## config.mk

```make
export PLATFORM = sky130hd
export DESIGN_NAME = sfc_host
export DESIGN_NICKNAME = d
export VERILOG_FILES = /design/src/rtl/sfc_pkg.sv /design/src/rtl/sfc_sync.sv /design/src/rtl/sfc_fifo.sv /design/src/rtl/sfc_host.sv
export SDC_FILE = /design/constraint.sdc
export NUM_CORES = 1
export LEC_CHECK = 0
export CAP_MARGIN = 20
export CORE_MARGIN = 2
export CORE_UTILIZATION = 25
export DETAILED_ROUTE_END_ITERATION = 8
export DONT_BUFFER_PORTS = 1
export GPL_TIMING_DRIVEN = 0
export HOLD_SLACK_MARGIN = 0.15
export PLACE_DENSITY = 0.48
export SYNTH_ARGS = -nofsm -noshare
export SYNTH_HDL_FRONTEND = slang
export SYNTH_HIERARCHICAL = 1
export SYNTH_SLANG_ARGS = --single-unit
export TNS_END_PERCENT = 5
```

## constraint.sdc

```tcl
create_clock -name i_clk -period 6.2 [get_ports i_clk]
set_input_delay 1.86 -clock i_clk [delete_from_list [all_inputs] [get_ports i_clk]]
set_output_delay 1.86 -clock i_clk [all_outputs]
set_load 0.01 [all_outputs]
```

## src/rtl/sfc_pkg.sv

```systemverilog
/*
  Shared constants, command encodings, carrier structs and the command
  decoder of the serial flash command host.
  Assumes a 200 MHz system clock and a serial NOR flash on CS#, SCLK and
  four two-way data lines.
*/
package sfc_pkg;

  // Instruction opcodes.
  localparam logic [7:0] SFC_SET_WRITE_LATCH_CMD   = 8'h06;
  localparam logic [7:0] SFC_CLEAR_WRITE_LATCH_CMD = 8'h04;
  localparam logic [7:0] SFC_READ_IDENT_CMD        = 8'h9f;
  localparam logic [7:0] SFC_READ_STATUS_CMD       = 8'h05;
  localparam logic [7:0] SFC_WRITE_STATUS_CMD      = 8'h01;
  localparam logic [7:0] SFC_SINGLE_LINE_DDR_READ  = 8'h0d;
  localparam logic [7:0] SFC_DUAL_LINE_DDR_READ    = 8'hbd;
  localparam logic [7:0] SFC_QUAD_LINE_DDR_READ    = 8'hed;
  localparam logic [7:0] SFC_SECTOR_ERASE_CMD      = 8'h20;
  localparam logic [7:0] SFC_BLOCK_ERASE_CMD       = 8'hd8;

  // Phase lengths in SCLK cycles, identification byte count and status busy bit.
  localparam logic [4:0] SFC_OP_CYC        = 5'h08;
  localparam logic [4:0] SFC_WDATA_CYC     = 5'h08;
  localparam logic [4:0] SFC_ADDR_CYC_SDR  = 5'h18;
  localparam logic [4:0] SFC_ADDR_CYC_DDR1 = 5'h0c;
  localparam logic [4:0] SFC_ADDR_CYC_DDR2 = 5'h06;
  localparam logic [4:0] SFC_ADDR_CYC_DDR4 = 5'h03;
  localparam logic [4:0] SFC_DUMMY_DDR1    = 5'h06;
  localparam logic [4:0] SFC_DUMMY_DDR2    = 5'h06;
  localparam logic [4:0] SFC_MODE_DDR4     = 5'h01;
  localparam logic [4:0] SFC_WAIT_DDR4     = 5'h07;
  localparam logic [15:0] SFC_IDENT_BYTES  = 16'h0003;
  localparam int          SFC_BUSY_BIT     = 0;

  // Timing: system clock and least chip-select high time.
  localparam int SFC_CLK_PERIOD_PS = 5000;
  localparam int SFC_CS_HIGH_NS    = 50;
  localparam int SFC_CS_HIGH_CYC   = (SFC_CS_HIGH_NS * 1000 + SFC_CLK_PERIOD_PS - 1) / SFC_CLK_PERIOD_PS;
  localparam int SFC_SCLK_HALF_CYC = 8;
  localparam int SFC_FIFO_DEPTH    = 32;

  // Commands the user may request.
  typedef enum logic [3:0] {
    SFC_K_SET_WEL,
    SFC_K_CLR_WEL,
    SFC_K_IDENT,
    SFC_K_STATUS,
    SFC_K_WR_STATUS,
    SFC_K_DDR1,
    SFC_K_DDR2,
    SFC_K_DDR4,
    SFC_K_SECT_ERASE,
    SFC_K_BLK_ERASE
  } sfc_kind_t;

  // One user request.
  typedef struct packed {
    sfc_kind_t   kind;
    logic        mode3;
    logic        poll_first;
    logic [23:0] addr;
    logic [7:0]  wdata;
    logic [15:0] nbytes;
  } sfc_cmd_t;

  // Frame shape of one instruction.
  typedef struct packed {
    logic [7:0] opcode;
    logic [4:0] addr_cyc;
    logic [2:0] lanes;
    logic       ddr;
    logic [4:0] dummy_cyc;
    logic [4:0] mode_cyc;
    logic       wdata;
    logic       rdata;
    logic       ident;
  } sfc_plan_t;

  // Maps a request kind to its frame shape.
  function automatic sfc_plan_t sfc_decode(input sfc_kind_t kind);
    sfc_plan_t p;
    p = '0;
    p.lanes = 3'h1;
    case (kind)
      SFC_K_SET_WEL:   p.opcode = SFC_SET_WRITE_LATCH_CMD;
      SFC_K_CLR_WEL:   p.opcode = SFC_CLEAR_WRITE_LATCH_CMD;
      SFC_K_IDENT:
      begin
        p.opcode = SFC_READ_IDENT_CMD;
        p.rdata  = 1'b1;
        p.ident  = 1'b1;
      end
      SFC_K_STATUS:
      begin
        p.opcode = SFC_READ_STATUS_CMD;
        p.rdata  = 1'b1;
      end
      SFC_K_WR_STATUS:
      begin
        p.opcode = SFC_WRITE_STATUS_CMD;
        p.wdata  = 1'b1;
      end
      SFC_K_DDR1:
      begin
        p.opcode    = SFC_SINGLE_LINE_DDR_READ;
        p.addr_cyc  = SFC_ADDR_CYC_DDR1;
        p.ddr       = 1'b1;
        p.dummy_cyc = SFC_DUMMY_DDR1;
        p.rdata     = 1'b1;
      end
      SFC_K_DDR2:
      begin
        p.opcode    = SFC_DUAL_LINE_DDR_READ;
        p.addr_cyc  = SFC_ADDR_CYC_DDR2;
        p.lanes     = 3'h2;
        p.ddr       = 1'b1;
        p.dummy_cyc = SFC_DUMMY_DDR2;
        p.rdata     = 1'b1;
      end
      SFC_K_DDR4:
      begin
        p.opcode    = SFC_QUAD_LINE_DDR_READ;
        p.addr_cyc  = SFC_ADDR_CYC_DDR4;
        p.lanes     = 3'h4;
        p.ddr       = 1'b1;
        p.mode_cyc  = SFC_MODE_DDR4;
        p.dummy_cyc = SFC_MODE_DDR4 + SFC_WAIT_DDR4;
        p.rdata     = 1'b1;
      end
      SFC_K_SECT_ERASE:
      begin
        p.opcode   = SFC_SECTOR_ERASE_CMD;
        p.addr_cyc = SFC_ADDR_CYC_SDR;
      end
      SFC_K_BLK_ERASE:
      begin
        p.opcode   = SFC_BLOCK_ERASE_CMD;
        p.addr_cyc = SFC_ADDR_CYC_SDR;
      end
      default:         p.opcode = SFC_READ_STATUS_CMD;
    endcase
    return p;
  endfunction

endpackage

```

## src/rtl/sfc_sync.sv

```systemverilog
/*
  Two-flop synchroniser for a bus of independent levels.
  Assumes each bit may change at any time relative to i_clk.
*/
`timescale 1ns/1ps
module sfc_sync
  import sfc_pkg::*;
#(
  parameter int W = 4
)
(
  input  wire logic         i_clk,
  input  wire logic         i_rst_n,
  input  wire logic [W-1:0] i_async,
  output logic      [W-1:0] o_sync
);

  logic [W-1:0] meta_q;
  logic [W-1:0] sync_q;

  // The first stage feeds only the second stage.
  always_ff @(posedge i_clk)
  begin
    if (!i_rst_n)
    begin
      meta_q <= '0;
      sync_q <= '0;
    end
    else
    begin
      meta_q <= i_async;
      sync_q <= meta_q;
    end
  end

  assign o_sync = sync_q;

endmodule

```

## src/rtl/sfc_fifo.sv

```systemverilog
/*
  Synchronous FIFO with valid and ready on both sides.
  Assumes one clock; DEPTH is a power of two.
*/
`timescale 1ns/1ps
module sfc_fifo
  import sfc_pkg::*;
#(
  parameter int W     = 8,
  parameter int DEPTH = SFC_FIFO_DEPTH
)
(
  input  wire logic         i_clk,
  input  wire logic         i_rst_n,
  input  wire logic         i_in_valid,
  output logic              o_in_ready,
  input  wire logic [W-1:0] i_in_data,
  output logic              o_out_valid,
  input  wire logic         i_out_ready,
  output logic      [W-1:0] o_out_data
);

  localparam int AW = $clog2(DEPTH);

  logic [W-1:0] mem_q [DEPTH];
  logic [AW:0]  wr_q;
  logic [AW:0]  rd_q;
  logic         push;
  logic         pop;

  // Full when the pointers differ only in the wrap bit.
  assign o_in_ready  = !((wr_q[AW] != rd_q[AW]) && (wr_q[AW-1:0] == rd_q[AW-1:0]));
  assign o_out_valid = (wr_q != rd_q);
  assign o_out_data  = mem_q[rd_q[AW-1:0]];
  assign push        = i_in_valid && o_in_ready;
  assign pop         = o_out_valid && i_out_ready;

  // Storage array.
  always_ff @(posedge i_clk)
  begin
    if (push)
    begin
      mem_q[wr_q[AW-1:0]] <= i_in_data;
    end
  end

  // Pointers.
  always_ff @(posedge i_clk)
  begin
    if (!i_rst_n)
    begin
      wr_q <= '0;
      rd_q <= '0;
    end
    else
    begin
      if (push)
      begin
        wr_q <= wr_q + 1'b1;
      end
      if (pop)
      begin
        rd_q <= rd_q + 1'b1;
      end
    end
  end

endmodule

```

## src/rtl/sfc_host.sv

```systemverilog
/*
  Serial flash command host: takes one request at a time, frames it on
  CS#, SCLK and four two-way data lines, and streams read bytes out
  through a FIFO. SCLK is made here by dividing i_clk.
  Assumes a flash that samples and launches on the SCLK edges of the
  chosen rate, and a user that drains the read stream at its own pace.
*/
`timescale 1ns/1ps
module sfc_host
  import sfc_pkg::*;
#(
  parameter int HALF_DIV = SFC_SCLK_HALF_CYC,
  parameter int CS_GAP   = SFC_CS_HIGH_CYC,
  parameter int DEPTH    = SFC_FIFO_DEPTH
)
(
  input  wire logic       i_clk,
  input  wire logic       i_rst_n,
  input  wire logic       i_cmd_valid,
  output logic            o_cmd_ready,
  input  wire sfc_cmd_t   i_cmd,
  output logic            o_busy,
  output logic            o_done,
  output logic [7:0]      o_status,
  output logic            o_rd_valid,
  input  wire logic       i_rd_ready,
  output logic [7:0]      o_rd_data,
  output logic            o_cs_n,
  output logic            o_sclk,
  output logic [3:0]      o_io_out,
  output logic [3:0]      o_io_oe,
  input  wire logic [3:0] i_io_in
);

  typedef enum logic [3:0] {
    ST_IDLE,
    ST_LEAD,
    ST_OP,
    ST_ADDR,
    ST_DUMMY,
    ST_WDATA,
    ST_RDATA,
    ST_TAIL,
    ST_GAP
  } sfc_st_t;

  sfc_st_t     state_q;
  sfc_st_t     nxt_st;
  sfc_cmd_t    cmd_q;
  sfc_plan_t   plan_q;
  logic        polling_q;
  logic [7:0]  div_q;
  logic        half_q;
  logic [5:0]  left_q;
  logic [5:0]  nxt_left;
  logic [23:0] sh_q;
  logic [7:0]  rd_sh_q;
  logic [3:0]  rd_bits_q;
  logic [15:0] bytes_q;
  logic        last_q;
  logic [7:0]  gap_q;
  logic        cs_n_q;
  logic        sclk_q;
  logic [3:0]  io_out_q;
  logic [3:0]  io_oe_q;
  logic        done_q;
  logic [7:0]  status_q;
  logic [3:0]  io_s;
  logic        fifo_ready;
  logic        stall;
  logic        tick;
  logic        ddr_ph;
  logic        active;
  logic [2:0]  lanes;
  logic        sample;
  logic [3:0]  bits_new;
  logic        byte_now;
  logic [7:0]  byte_new;
  logic [15:0] total;
  logic        phase_end;

  // Data lines are sampled through a synchroniser.
  sfc_sync #(
    .W (4)
  ) u_sync (
    .i_clk   (i_clk),
    .i_rst_n (i_rst_n),
    .i_async (i_io_in),
    .o_sync  (io_s)
  );

  // Read bytes wait here; a full FIFO stretches SCLK.
  sfc_fifo #(
    .W     (8),
    .DEPTH (DEPTH)
  ) u_fifo (
    .i_clk       (i_clk),
    .i_rst_n     (i_rst_n),
    .i_in_valid  (byte_now && !polling_q),
    .o_in_ready  (fifo_ready),
    .i_in_data   (byte_new),
    .o_out_valid (o_rd_valid),
    .i_out_ready (i_rd_ready),
    .o_out_data  (o_rd_data)
  );

  // Half-period timing and per-phase line use.
  assign stall  = (state_q == ST_RDATA) && !polling_q && !fifo_ready;
  assign tick   = (div_q == 8'(HALF_DIV - 1)) && !stall;
  assign ddr_ph = plan_q.ddr && (state_q inside {ST_ADDR, ST_DUMMY, ST_RDATA});
  assign active = ddr_ph || !half_q;
  assign lanes  = (state_q inside {ST_ADDR, ST_DUMMY, ST_RDATA}) ? plan_q.lanes : 3'h1;
  assign sample = tick && active && (state_q == ST_RDATA);
  assign total  = plan_q.ident ? SFC_IDENT_BYTES : (polling_q || cmd_q.nbytes == 16'h0000) ? 16'h0001
                                                                                            : cmd_q.nbytes;

  // Input bits gather most significant first into a byte.
  always_comb
  begin
    bits_new = rd_bits_q + 4'(lanes);
    byte_now = sample && (bits_new == 4'h8);
    case (lanes)
      3'h2:    byte_new = {rd_sh_q[5:0], io_s[1:0]};
      3'h4:    byte_new = {rd_sh_q[3:0], io_s[3:0]};
      default: byte_new = {rd_sh_q[6:0], io_s[1]};
    endcase
  end

  // An SDR read frame closes on the half after its final byte, a DDR one on the half of it; others on count.
  assign phase_end = tick && ((state_q == ST_RDATA)
                              ? (ddr_ph ? (byte_now && bytes_q + 16'h0001 == total) : (half_q && last_q))
                              : (left_q == 6'h00));

  // Picks the phase that follows the current one and its length in halves.
  always_comb
  begin
    nxt_st   = ST_TAIL;
    nxt_left = 6'h00;
    case (state_q)
      ST_OP:
      begin
        if (plan_q.addr_cyc != 5'h00)
        begin
          nxt_st   = ST_ADDR;
          nxt_left = {plan_q.addr_cyc, 1'b0} - 6'h01;
        end
        else if (plan_q.wdata)
        begin
          nxt_st   = ST_WDATA;
          nxt_left = {SFC_WDATA_CYC, 1'b0} - 6'h01;
        end
        else if (plan_q.rdata)
        begin
          nxt_st = ST_RDATA;
        end
      end
      ST_ADDR:
      begin
        if (plan_q.dummy_cyc != 5'h00)
        begin
          nxt_st   = ST_DUMMY;
          nxt_left = {plan_q.dummy_cyc, 1'b0} - 6'h01;
        end
        else if (plan_q.rdata)
        begin
          nxt_st = ST_RDATA;
        end
      end
      ST_DUMMY: nxt_st = ST_RDATA;
      default:  nxt_st = ST_TAIL;
    endcase
  end

  // Frame sequencer.
  always_ff @(posedge i_clk)
  begin
    if (!i_rst_n)
    begin
      state_q   <= ST_IDLE;
      cmd_q     <= '0;
      plan_q    <= '0;
      polling_q <= 1'b0;
      left_q    <= 6'h00;
      gap_q     <= 8'h00;
    end
    else
    begin
      case (state_q)
        ST_IDLE:
        begin
          if (i_cmd_valid)
          begin
            cmd_q     <= i_cmd;
            polling_q <= i_cmd.poll_first && (i_cmd.kind != SFC_K_STATUS);
            plan_q    <= (i_cmd.poll_first && i_cmd.kind != SFC_K_STATUS) ? sfc_decode(SFC_K_STATUS)
                                                                          : sfc_decode(i_cmd.kind);
            state_q   <= ST_LEAD;
          end
        end
        ST_LEAD:
        begin
          if (tick)
          begin
            state_q <= ST_OP;
            left_q  <= {SFC_OP_CYC, 1'b0} - 6'h01;
          end
        end
        ST_OP, ST_ADDR, ST_DUMMY, ST_WDATA, ST_RDATA:
        begin
          if (phase_end)
          begin
            state_q <= nxt_st;
            left_q  <= nxt_left;
          end
          else if (tick)
          begin
            left_q <= left_q - 6'h01;
          end
        end
        ST_TAIL:
        begin
          if (tick)
          begin
            state_q <= ST_GAP;
            gap_q   <= 8'(CS_GAP - 1);
          end
        end
        ST_GAP:
        begin
          if (gap_q == 8'h00)
          begin
            // A busy flash is polled again; a ready one gets the real request.
            if (polling_q && !status_q[SFC_BUSY_BIT])
            begin
              polling_q <= 1'b0;
              plan_q    <= sfc_decode(cmd_q.kind);
              state_q   <= ST_LEAD;
            end
            else
            begin
              state_q <= polling_q ? ST_LEAD : ST_IDLE;
            end
          end
          else
          begin
            gap_q <= gap_q - 8'h01;
          end
        end
        default: state_q <= ST_IDLE;
      endcase
    end
  end

  // Half-period divider; SCLK toggles at each half boundary inside a frame.
  always_ff @(posedge i_clk)
  begin
    if (!i_rst_n)
    begin
      div_q  <= 8'h00;
      half_q <= 1'b0;
      sclk_q <= 1'b0;
    end
    else if (state_q == ST_IDLE || state_q == ST_GAP)
    begin
      div_q  <= 8'h00;
      half_q <= 1'b0;
      sclk_q <= (state_q == ST_IDLE && i_cmd_valid) ? i_cmd.mode3 : cmd_q.mode3;
    end
    else if (tick)
    begin
      div_q <= 8'h00;
      if (state_q == ST_LEAD)
      begin
        half_q <= 1'b0;
        sclk_q <= 1'b0;
      end
      else if (phase_end && nxt_st == ST_TAIL)
      begin
        sclk_q <= cmd_q.mode3;
      end
      else if (state_q != ST_TAIL)
      begin
        half_q <= !half_q;
        sclk_q <= !half_q;
      end
    end
    else if (!stall)
    begin
      div_q <= div_q + 8'h01;
    end
  end

  // Chip select falls after SCLK reaches its idle level and rises after the tail half.
  always_ff @(posedge i_clk)
  begin
    if (!i_rst_n)
    begin
      cs_n_q <= 1'b1;
    end
    else if (state_q inside {ST_IDLE, ST_LEAD})
    begin
      cs_n_q <= (state_q == ST_IDLE);
    end
    else if (state_q == ST_GAP)
    begin
      cs_n_q <= !(gap_q == 8'h00 && polling_q);
    end
    else if (state_q == ST_TAIL && tick)
    begin
      cs_n_q <= 1'b1;
    end
  end

  // Outgoing shifter and line drive, refreshed at the start of each active half.
  always_ff @(posedge i_clk)
  begin
    if (!i_rst_n)
    begin
      sh_q     <= 24'h000000;
      io_out_q <= 4'hc;
      io_oe_q  <= 4'hd;
    end
    else if (state_q == ST_LEAD && tick)
    begin
      sh_q <= {plan_q.opcode, 16'h0000};
    end
    else if (state_q == ST_OP && phase_end && nxt_st == ST_ADDR)
    begin
      sh_q <= cmd_q.addr;
    end
    else if (state_q == ST_OP && phase_end && nxt_st == ST_WDATA)
    begin
      sh_q <= {cmd_q.wdata, 16'h0000};
    end
    else if (div_q == 8'h00)
    begin
      case (state_q)
        ST_OP, ST_ADDR, ST_WDATA:
        begin
          if (active)
          begin
            // New bits appear just after the launching edge, MSB first.
            case (lanes)
              3'h2:    io_out_q <= {2'b11, sh_q[23:22]};
              3'h4:    io_out_q <= sh_q[23:20];
              default: io_out_q <= {3'b110, sh_q[23]};
            endcase
            io_oe_q <= (lanes == 3'h1) ? 4'hd : 4'hf;
            sh_q    <= sh_q << lanes;
          end
        end
        ST_DUMMY:
        begin
          // The first quad dummy cycle carries all-zero mode bits.
          if (lanes == 3'h4 && left_q > ({plan_q.dummy_cyc - plan_q.mode_cyc, 1'b0} - 6'h01))
          begin
            io_out_q <= 4'h0;
            io_oe_q  <= 4'hf;
          end
          else
          begin
            io_out_q <= 4'hc;
            io_oe_q  <= (lanes == 3'h4) ? 4'h0 : 4'hc;
          end
        end
        ST_RDATA:
        begin
          io_out_q <= 4'hc;
          io_oe_q  <= (lanes == 3'h4) ? 4'h0 : 4'hc;
        end
        default:
        begin
          io_out_q <= 4'hc;
          io_oe_q  <= 4'hd;
        end
      endcase
    end
  end

  // Incoming byte assembly, byte count and status capture.
  always_ff @(posedge i_clk)
  begin
    if (!i_rst_n)
    begin
      rd_sh_q   <= 8'h00;
      rd_bits_q <= 4'h0;
      bytes_q   <= 16'h0000;
      last_q    <= 1'b0;
      status_q  <= 8'h00;
    end
    else if (state_q == ST_LEAD)
    begin
      rd_bits_q <= 4'h0;
      bytes_q   <= 16'h0000;
      last_q    <= 1'b0;
    end
    else if (sample)
    begin
      rd_sh_q   <= byte_new;
      rd_bits_q <= byte_now ? 4'h0 : bits_new;
      if (byte_now)
      begin
        bytes_q <= bytes_q + 16'h0001;
        last_q  <= (bytes_q + 16'h0001 == total);
        if (plan_q.opcode == SFC_READ_STATUS_CMD)
        begin
          status_q <= byte_new;
        end
      end
    end
  end

  // One-cycle completion pulse when a request's frame has fully closed.
  always_ff @(posedge i_clk)
  begin
    if (!i_rst_n)
    begin
      done_q <= 1'b0;
    end
    else
    begin
      done_q <= (state_q == ST_GAP) && (gap_q == 8'h00) && !polling_q;
    end
  end

  assign o_cmd_ready = (state_q == ST_IDLE);
  assign o_busy      = (state_q != ST_IDLE);
  assign o_done      = done_q;
  assign o_status    = status_q;
  assign o_cs_n      = cs_n_q;
  assign o_sclk      = sclk_q;
  assign o_io_out    = io_out_q;
  assign o_io_oe     = io_oe_q;

endmodule

```

# Yosys cells after proc, flatten, opt, wreduce, memory -nomap -nowiden
# Memories as Yosys holds them, arrays and structs flattened. A register that Yosys moved wholly into a read port is not among the register bits.
# Index checks and enable logic that the tools add are counted.
# Widths: inputs -> output; s select.
# word_totals
in_bits	62
reg_bits	202
out_inout_bits	30
mem_count	1
mem_bits_rw	256
# mem_list
name	depth	word_bits	read_ports	rd_clocked_by_memory_dff	write_ports	line_no	rtl
u_fifo.mem_q	32	8	1	1	1	sfc_fifo.sv:25	logic [W-1:0] mem_q [DEPTH];
# classes
n_reduce_logical	86
shifts	1
n_addsub	11
eq_ne	51
magnitude_cmp	1
bitwise_logic	5
muxes	86
# ops
cell	count
$mux 24	6
$pmux 8 s9	2
$mux 30	4
$pmux 30 s2	1
$eq 4x3->1 const B	14
$mux 4	13
$pmux 6 s2	4
$pmux 5 s4	2
$mux 16	2
$pmux 8 s2	2
$mux 6	5
$mux 1	29
$eq 4x2->1 const B	7
$logic_and 1x1->1	27
$eq 4x4->1 const B	6
$pmux 4 s3	2
$shl 24x3->24	1
$sub 6x1->6 const B	4
$pmux 4 s5	1
$reduce_bool 4->1	5
$add 16x1->16 const B	1
$eq 16x16->1	1
$eq 8x3->1 const B	2
$logic_not 16->1	1
other kinds (41)	99

# Logic depth before layout (Yosys ltp)
# depth
word_depth	17
depth_mapped	20
mapped_depth_nobuf	16

# Modules after synthesis
# Netlist, hierarchy kept.
# by_module_without_submodules
module	cells_per_inst	n_inst	area_per_inst_um2
sfc_fifo	495	1	10700.3
sfc_host	1303	1	9979.6
sfc_sync	16	1	210.2

# Worst setup path after synthesis
# Ideal clock, no wire load.
# synth_timing
path_kind	register -> register
startpoint	register state_q[3]
endpoint	register sh_q[21]
setup_time_ps	74
setup_slack_ps	1842
arrival_ps	4283
path_stages_with_launch	20
required_time_ps	6126
cell_sequence	dfxtp_1 -> buf_2 -> or3b_1 -> buf_2 -> nand2_2 -> nand2_1 -> clkbuf_1 -> xnor2_1 -> ha_1 -> or3_1 -> a2111oi_2 -> nor4_1 -> nand2_2 -> nand3_2 -> nor2_1 -> a41oi_2 -> o41ai_4 -> buf_6 -> nand3_1 -> a31oi_1
# synth_via
elab_chain_len	17
# synth_rtl
item	line_no	rtl
start, declared	sfc_host.sv:47	sfc_st_t state_q;
start signal, assigned	sfc_host.sv:212	state_q <= nxt_st;
start signal, assigned	sfc_host.sv:241	state_q <= polling_q ? ST_LEAD : ST_IDLE;
parallel branches: the longest is 17 deep, another holds $add 4x3->4	-	
end signal, assigned	sfc_host.sv:325	sh_q <= {plan_q.opcode, 16'h0000};
end signal, assigned	sfc_host.sv:329	sh_q <= cmd_q.addr;
end signal, assigned	sfc_host.sv:333	sh_q <= {cmd_q.wdata, 16'h0000};
end, declared	sfc_host.sv:56	logic [23:0] sh_q;
# Several ways; the timed one is not identified. The select of a mux whose other input is x is not followed.
# A chain may end at the register's enable or synchronous reset.

# Worst setup path after layout
# layout_timing
startpoint	register state_q[0]
endpoint	memory u_fifo.mem_q[30][1], enable pin
# layout_via
elab_chain_len	12
# layout_rtl
item	line_no	rtl
parallel branches: the longest is 7 deep, another holds $add 4x3->4	-	
$logic_and 1x1->1 *	sfc_host.sv:121	byte_now = sample && (bits_new == 4'h8);
$logic_and 1x1->1 *	sfc_host.sv:99	.i_in_valid (byte_now && !polling_q),
$logic_and 1x1->1 *	sfc_fifo.sv:35	assign push = i_in_valid && o_in_ready;
$mux 1 *	sfc_fifo.sv:41	if (push)
$mux 1 (implied by the code) *	sfc_fifo.sv:43	mem_q[wr_q[AW-1:0]] <= i_in_data;
end, declared	sfc_fifo.sv:25	
# Every way passes the cells marked *.

==> flow_results.org <==
** Status
- Run status :: complete, no violations

** Floorplan
- Total die area :: around 86000 um^2
- The die is just under 300 um tall.
- Count of pins on the block boundary :: 92
- The initial utilization of the core area, before any placement, comes to 0.251.
- Row generation in the floorplan step produced around 110 rows.
- The core region is between 80000 and 90000 um^2.
- The die is 293 um wide.

** Power and ir drop
- Clock network fraction of total power :: 0.353
- Part of the power in registers :: 0.446
- Switching Share :: 0.309
- Power spread over the standard cell area amounts to about 330 nW/um^2.
- Internal power summed over all cells :: ~5.4 mW
- Reported leakage power :: between 7 and 8 nW
- For this design the total switching power over the nets is 2.43 mW.
- Peak supply drop :: ~0.19 mV
- The share of total power dissipated in combinational logic is 0.201.

** Layout
- Layout Cells excl Fill :: 2987
- Layout Nets :: a little under 2000
- Storage element area :: roughly 12000 um^2
- Synth-to-Final Area Change :: 14.7%
- Fraction of layout instances using a drive strength above 1 :: 0.135
- Number of antenna repair diodes :: 0
- Area used by multi-input combinational logic :: slightly below 9000 um^2
- The layout has roughly 8500 filler cells.

** Setup path
- The most critical setup path has its startpoint at state_q[0].
- Critical path start-end classification :: flop to flop
- The worst setup path is launched from a flop.
- In this run the worst path has a maximum fanout of 8.
- The worst setup path is captured at a flop.
- Required time at the worst-slack endpoint :: roughly 6400 ps
- Critical Path Max Stage Delay :: 640 ps
- Broken down by cell family, the worst path's largest delay share belongs to simple AND/OR/NAND/NOR gates.
- The startpoint identified for the worst register-to-register timing path is state_q[0].
- Walking the worst path, the cells encountered are nor4bb_2 -> nor2_1 -> nor2_1 -> clkinv_1 -> ha_1 -> o221ai_1 -> o21ai_0 -> a32o_2 -> xor2_1 -> nand4_1 -> nor3b_1 -> o31a_1 -> clkbuf_1 -> nand2_1 -> nor2_2.
- Library cell contributing the largest single delay on the critical path :: nor3b_1
- Data arrival, critical path :: 6090 ps
- The number of buffers and inverters on the critical path is 2.
- The most numerous cell type found on the critical path is nor2_1.

** Global route
- Across every metal layer, demand over resource in global routing totals 0.136.
- Wire length of the first global-routing pass :: about 89000 um
- Global routing finished with a remaining overflow of 0.
- The initial antenna violation count came to 4.
- The via count of the first global-routing pass is 14314.
- Entering global routing, the biggest net connects 35 pins.

** Timing
- Of the available clock period, the critical path in the final layout requires 0.946.
- For the pin with the worst max-slew slack, the measured transition is between 1000 and 1500 ps.
- The count of pins over their slew limit is 0.
- Setup violations remaining at the end of the flow were counted as 0.
- After layout, the minimum clock period comes to 5870 ps.
- Hold timing on the final database bottoms out at a slack of between 400 and 500 ps.
- Clock skew :: ~22 ps
- Max Freq :: 170 MHz
- Normalized max-slew margin :: 0.285
- The hold violation total from the final report is 0.

** Logic synthesis
- By area the synthesized netlist is led by edfxtp_1 (37%), dfxtp_1 (19%), mux4_2 (8.6%), nand2_1 (4.0%), nor2_1 (3.1%).
- Post-synthesis cell type count :: 89
- edfxtp_1 takes more of the synthesized area than any other cell.
- Cell area after synthesis :: between 20000 and 25000 um^2
- Counting flops with a built-in enable in the synthesized netlist gives ~260.
- The Yosys step of the flow raised 6 warnings.
- The cell count after synthesis came out at roughly 1800.
- Area share of the leading cell type in the synthesized netlist :: 0.368
- Counting every net in the synthesized netlist gives roughly 1900.
- Share of flip-flops with an asynchronous set or reset :: 0
- Top FF cell, synth :: edfxtp_1
- In this run, synthesis produced a sequential element count of roughly 450.
- Average footprint of a synthesized cell :: between 10 and 15 um^2
- Register area share after synthesis :: 0.557

** Detailed routing
- Routed Antenna Nets :: 0
- Before antenna repair, the detailed router went through 5 iterations.
- The detailed router finished its first iteration with approximately 900 violations.
- After detailed routing, the number of remaining DRC violations is 0.
- Routed via count divided by cell count :: a little under 5
- Routed via count :: around 14000
- Routed length per placed instance :: 19.9 um
- Total wire length after detailed routing :: 59400 um

** Clock tree
- The tree is rooted in a clkbuf_16.
- The tree built by TritonCTS fans out to about 450 sinks.
- Clock tree synthesis inserted a total of 47 buffers.
- Clock buffer depth :: 3
- Post-CTS repair changed the size of 0 cells.
- Clock input transition at the sequential cells of the worst setup and hold paths :: 60 ps
- Clock latency of the later-clocked register in the worst-skew pair :: roughly 600 ps
- The H-tree generated during clock tree synthesis spans 2 levels.
- Post-CTS timing repair inserted 0 buffers for setup.
- TritonCTS built the clock tree.
- Buffers inserted to repair hold after CTS numbered 0.

** Placed design
- Post-Place Cells :: 2900
- Final weighted congestion in routability-driven placement :: 0.905
- Number of buffers inserted by port buffering :: 0
- Dpl hpwl :: ~43000 um

** Hold path
- In this run the most critical hold path is launched from cmd_q[40].
- Min-Delay Path Class :: flop to flop

** Flow run
- Number of maximum-capacitance violations :: 0
==> worst reg2reg max path, stage by stage (launching register included) <==
cell      delay, ps
dfxtp_1         480
nor4bb_2        600
nor2_1          210
nor2_1          260
clkinv_1        330
ha_1            350
o221ai_1        170
o21ai_0         110
a32o_2          280
xor2_1          260
nand4_1         190
nor3b_1         640
o31a_1          250
clkbuf_1        280
nand2_1         450
nor2_2          620
==> per-stage QoR <==
step / setup WS (ps) / power (mW) / setup TNS, ps / utilization / cell area [um^2]
after floorplan: 1840 / 4.65 / 0 / - / 20900
after global placement: 81.2 / 5.12 / 0 / 0.267 / 22200
after detailed placement: 89.6 / 5.13 / 0 / 0.269 / 22400
after CTS: 82.3 / 7.92 / 0 / 0.287 / 23900
after global routing: -6.13 / 8.25 / -28.7 / 0.288 / 24000
final: 333 / 7.86 / 0 / 0.288 / 24000
==> synthesized netlist by cell type (33+ instances only) <==
| library cell | n |
|---|---|
| dfxtp_1 | 197 |
| inv_1 | 33 |
| edfxtp_1 | 256 |
| nor3_1 | 34 |
| nand2_1 | 225 |
| clkbuf_1 | 72 |
| nand3_1 | 50 |
| xnor2_1 | 37 |
| mux2i_1 | 63 |
| mux4_2 | 80 |
| nor2_1 | 175 |
| a21oi_1 | 119 |
| o21ai_0 | 68 |
==> path summary, 6_finish.rpt <==
kind,endpoint,slack [ps],cells past startpoint
min reg2reg,cmd_q[40],460,2
max,u_fifo/mem_q[30][1],330,15
min,cmd_q[40],460,2
max reg2reg,u_fifo/mem_q[30][1],330,15
==> power groups by stage <==
stage          combinational (mW)  clock (mW)  sequential (mW)
2_1_floorplan                1.16           0             3.49
3_3_place_gp                 1.55           0             3.56
3_5_place_dp                 1.56           0             3.57
4_1_cts                      1.57        2.85             3.50
5_1_grt                      1.76        2.97             3.53
6_report                     1.58        2.78             3.51
==> routing by layer <==
layer	vias to the layer above	GRT usage	share of wire
met2	406	0.218	0.46
met3	82	0.0334	0.067
li1	6830	-	-
met1	7169	0.185	0.46
met5	-	0	0.00086
met4	8	0.0280	0.017
==> placed cells by master, fill, tap and decap left out, types with 9 or more instances in the layout <==
| master | Yosys | routed |
|---|---|---|
| nor4_1 | 14 | 14 |
| ha_1 | 23 | 23 |
| xor2_1 | 23 | 23 |
| mux4_2 | 80 | 80 |
| edfxtp_1 | 256 | 256 |
| clkbuf_16 | 0 | 47 |
| dfxtp_1 | 197 | 197 |
| buf_2 | 17 | 17 |
| buf_4 | 9 | 10 |
| nor2_1 | 175 | 157 |
| a21oi_1 | 119 | 119 |
| mux2_2 | 12 | 12 |
| nand3_1 | 50 | 50 |
| xnor2_1 | 37 | 37 |
| o21ai_0 | 68 | 62 |
| nand2_1 | 225 | 225 |
| and2_1 | 25 | 25 |
| buf_1 | 9 | 9 |
| or3_1 | 15 | 15 |
| nand4_1 | 11 | 11 |
| mux2i_1 | 63 | 63 |
| nand2b_1 | 15 | 15 |
| nor2_2 | 0 | 18 |
| nor2b_1 | 9 | 9 |
| nor3_1 | 34 | 34 |
| clkbuf_1 | 72 | 88 |
| a22oi_1 | 27 | 27 |
| a211oi_1 | 19 | 19 |
| and3_1 | 16 | 16 |
| clkinv_2 | 0 | 10 |
| inv_1 | 33 | 33 |
==> registers in the layout (all words and copies together) (netlist names), 8 cells and up, named ones only <==
signal	cells
gap_q	8
bytes_q	16
o_status	8
sh_q	24
div_q	8
plan_q	21
u_fifo/mem_q	256
cmd_q	53
==> layout make-up <==
type,instances,area share
Tap cell,1080,0.0564
Timing Repair Buffer,7,0.00532
Inverter,35,0.00548
Clock inverter,19,0.00887
Buffer,111,0.0209
Clock buffer,67,0.0539
Multi-Input combinational cell,1215,0.364
Sequential cell,453,0.485
==> logic make-up (layout without fill, tap and decap cells) <==
logic type / count (synthesis) / after routing / synth area share
and+or+nand+nor: 643 / 643 / 0.145
DFF: 453 / 453 / 0.557
AOI/OAI and AO/OA: 332 / 332 / 0.104
muxes: 155 / 155 / 0.123
buffers and inverters: 146 / 239 / 0.0303
xor gates and xnor gates: 61 / 61 / 0.0262
adders and majority gates: 23 / 23 / 0.0138
other: 1 / 1 / 0.000180
Note: power is estimated with default switching activity, not from simulation.
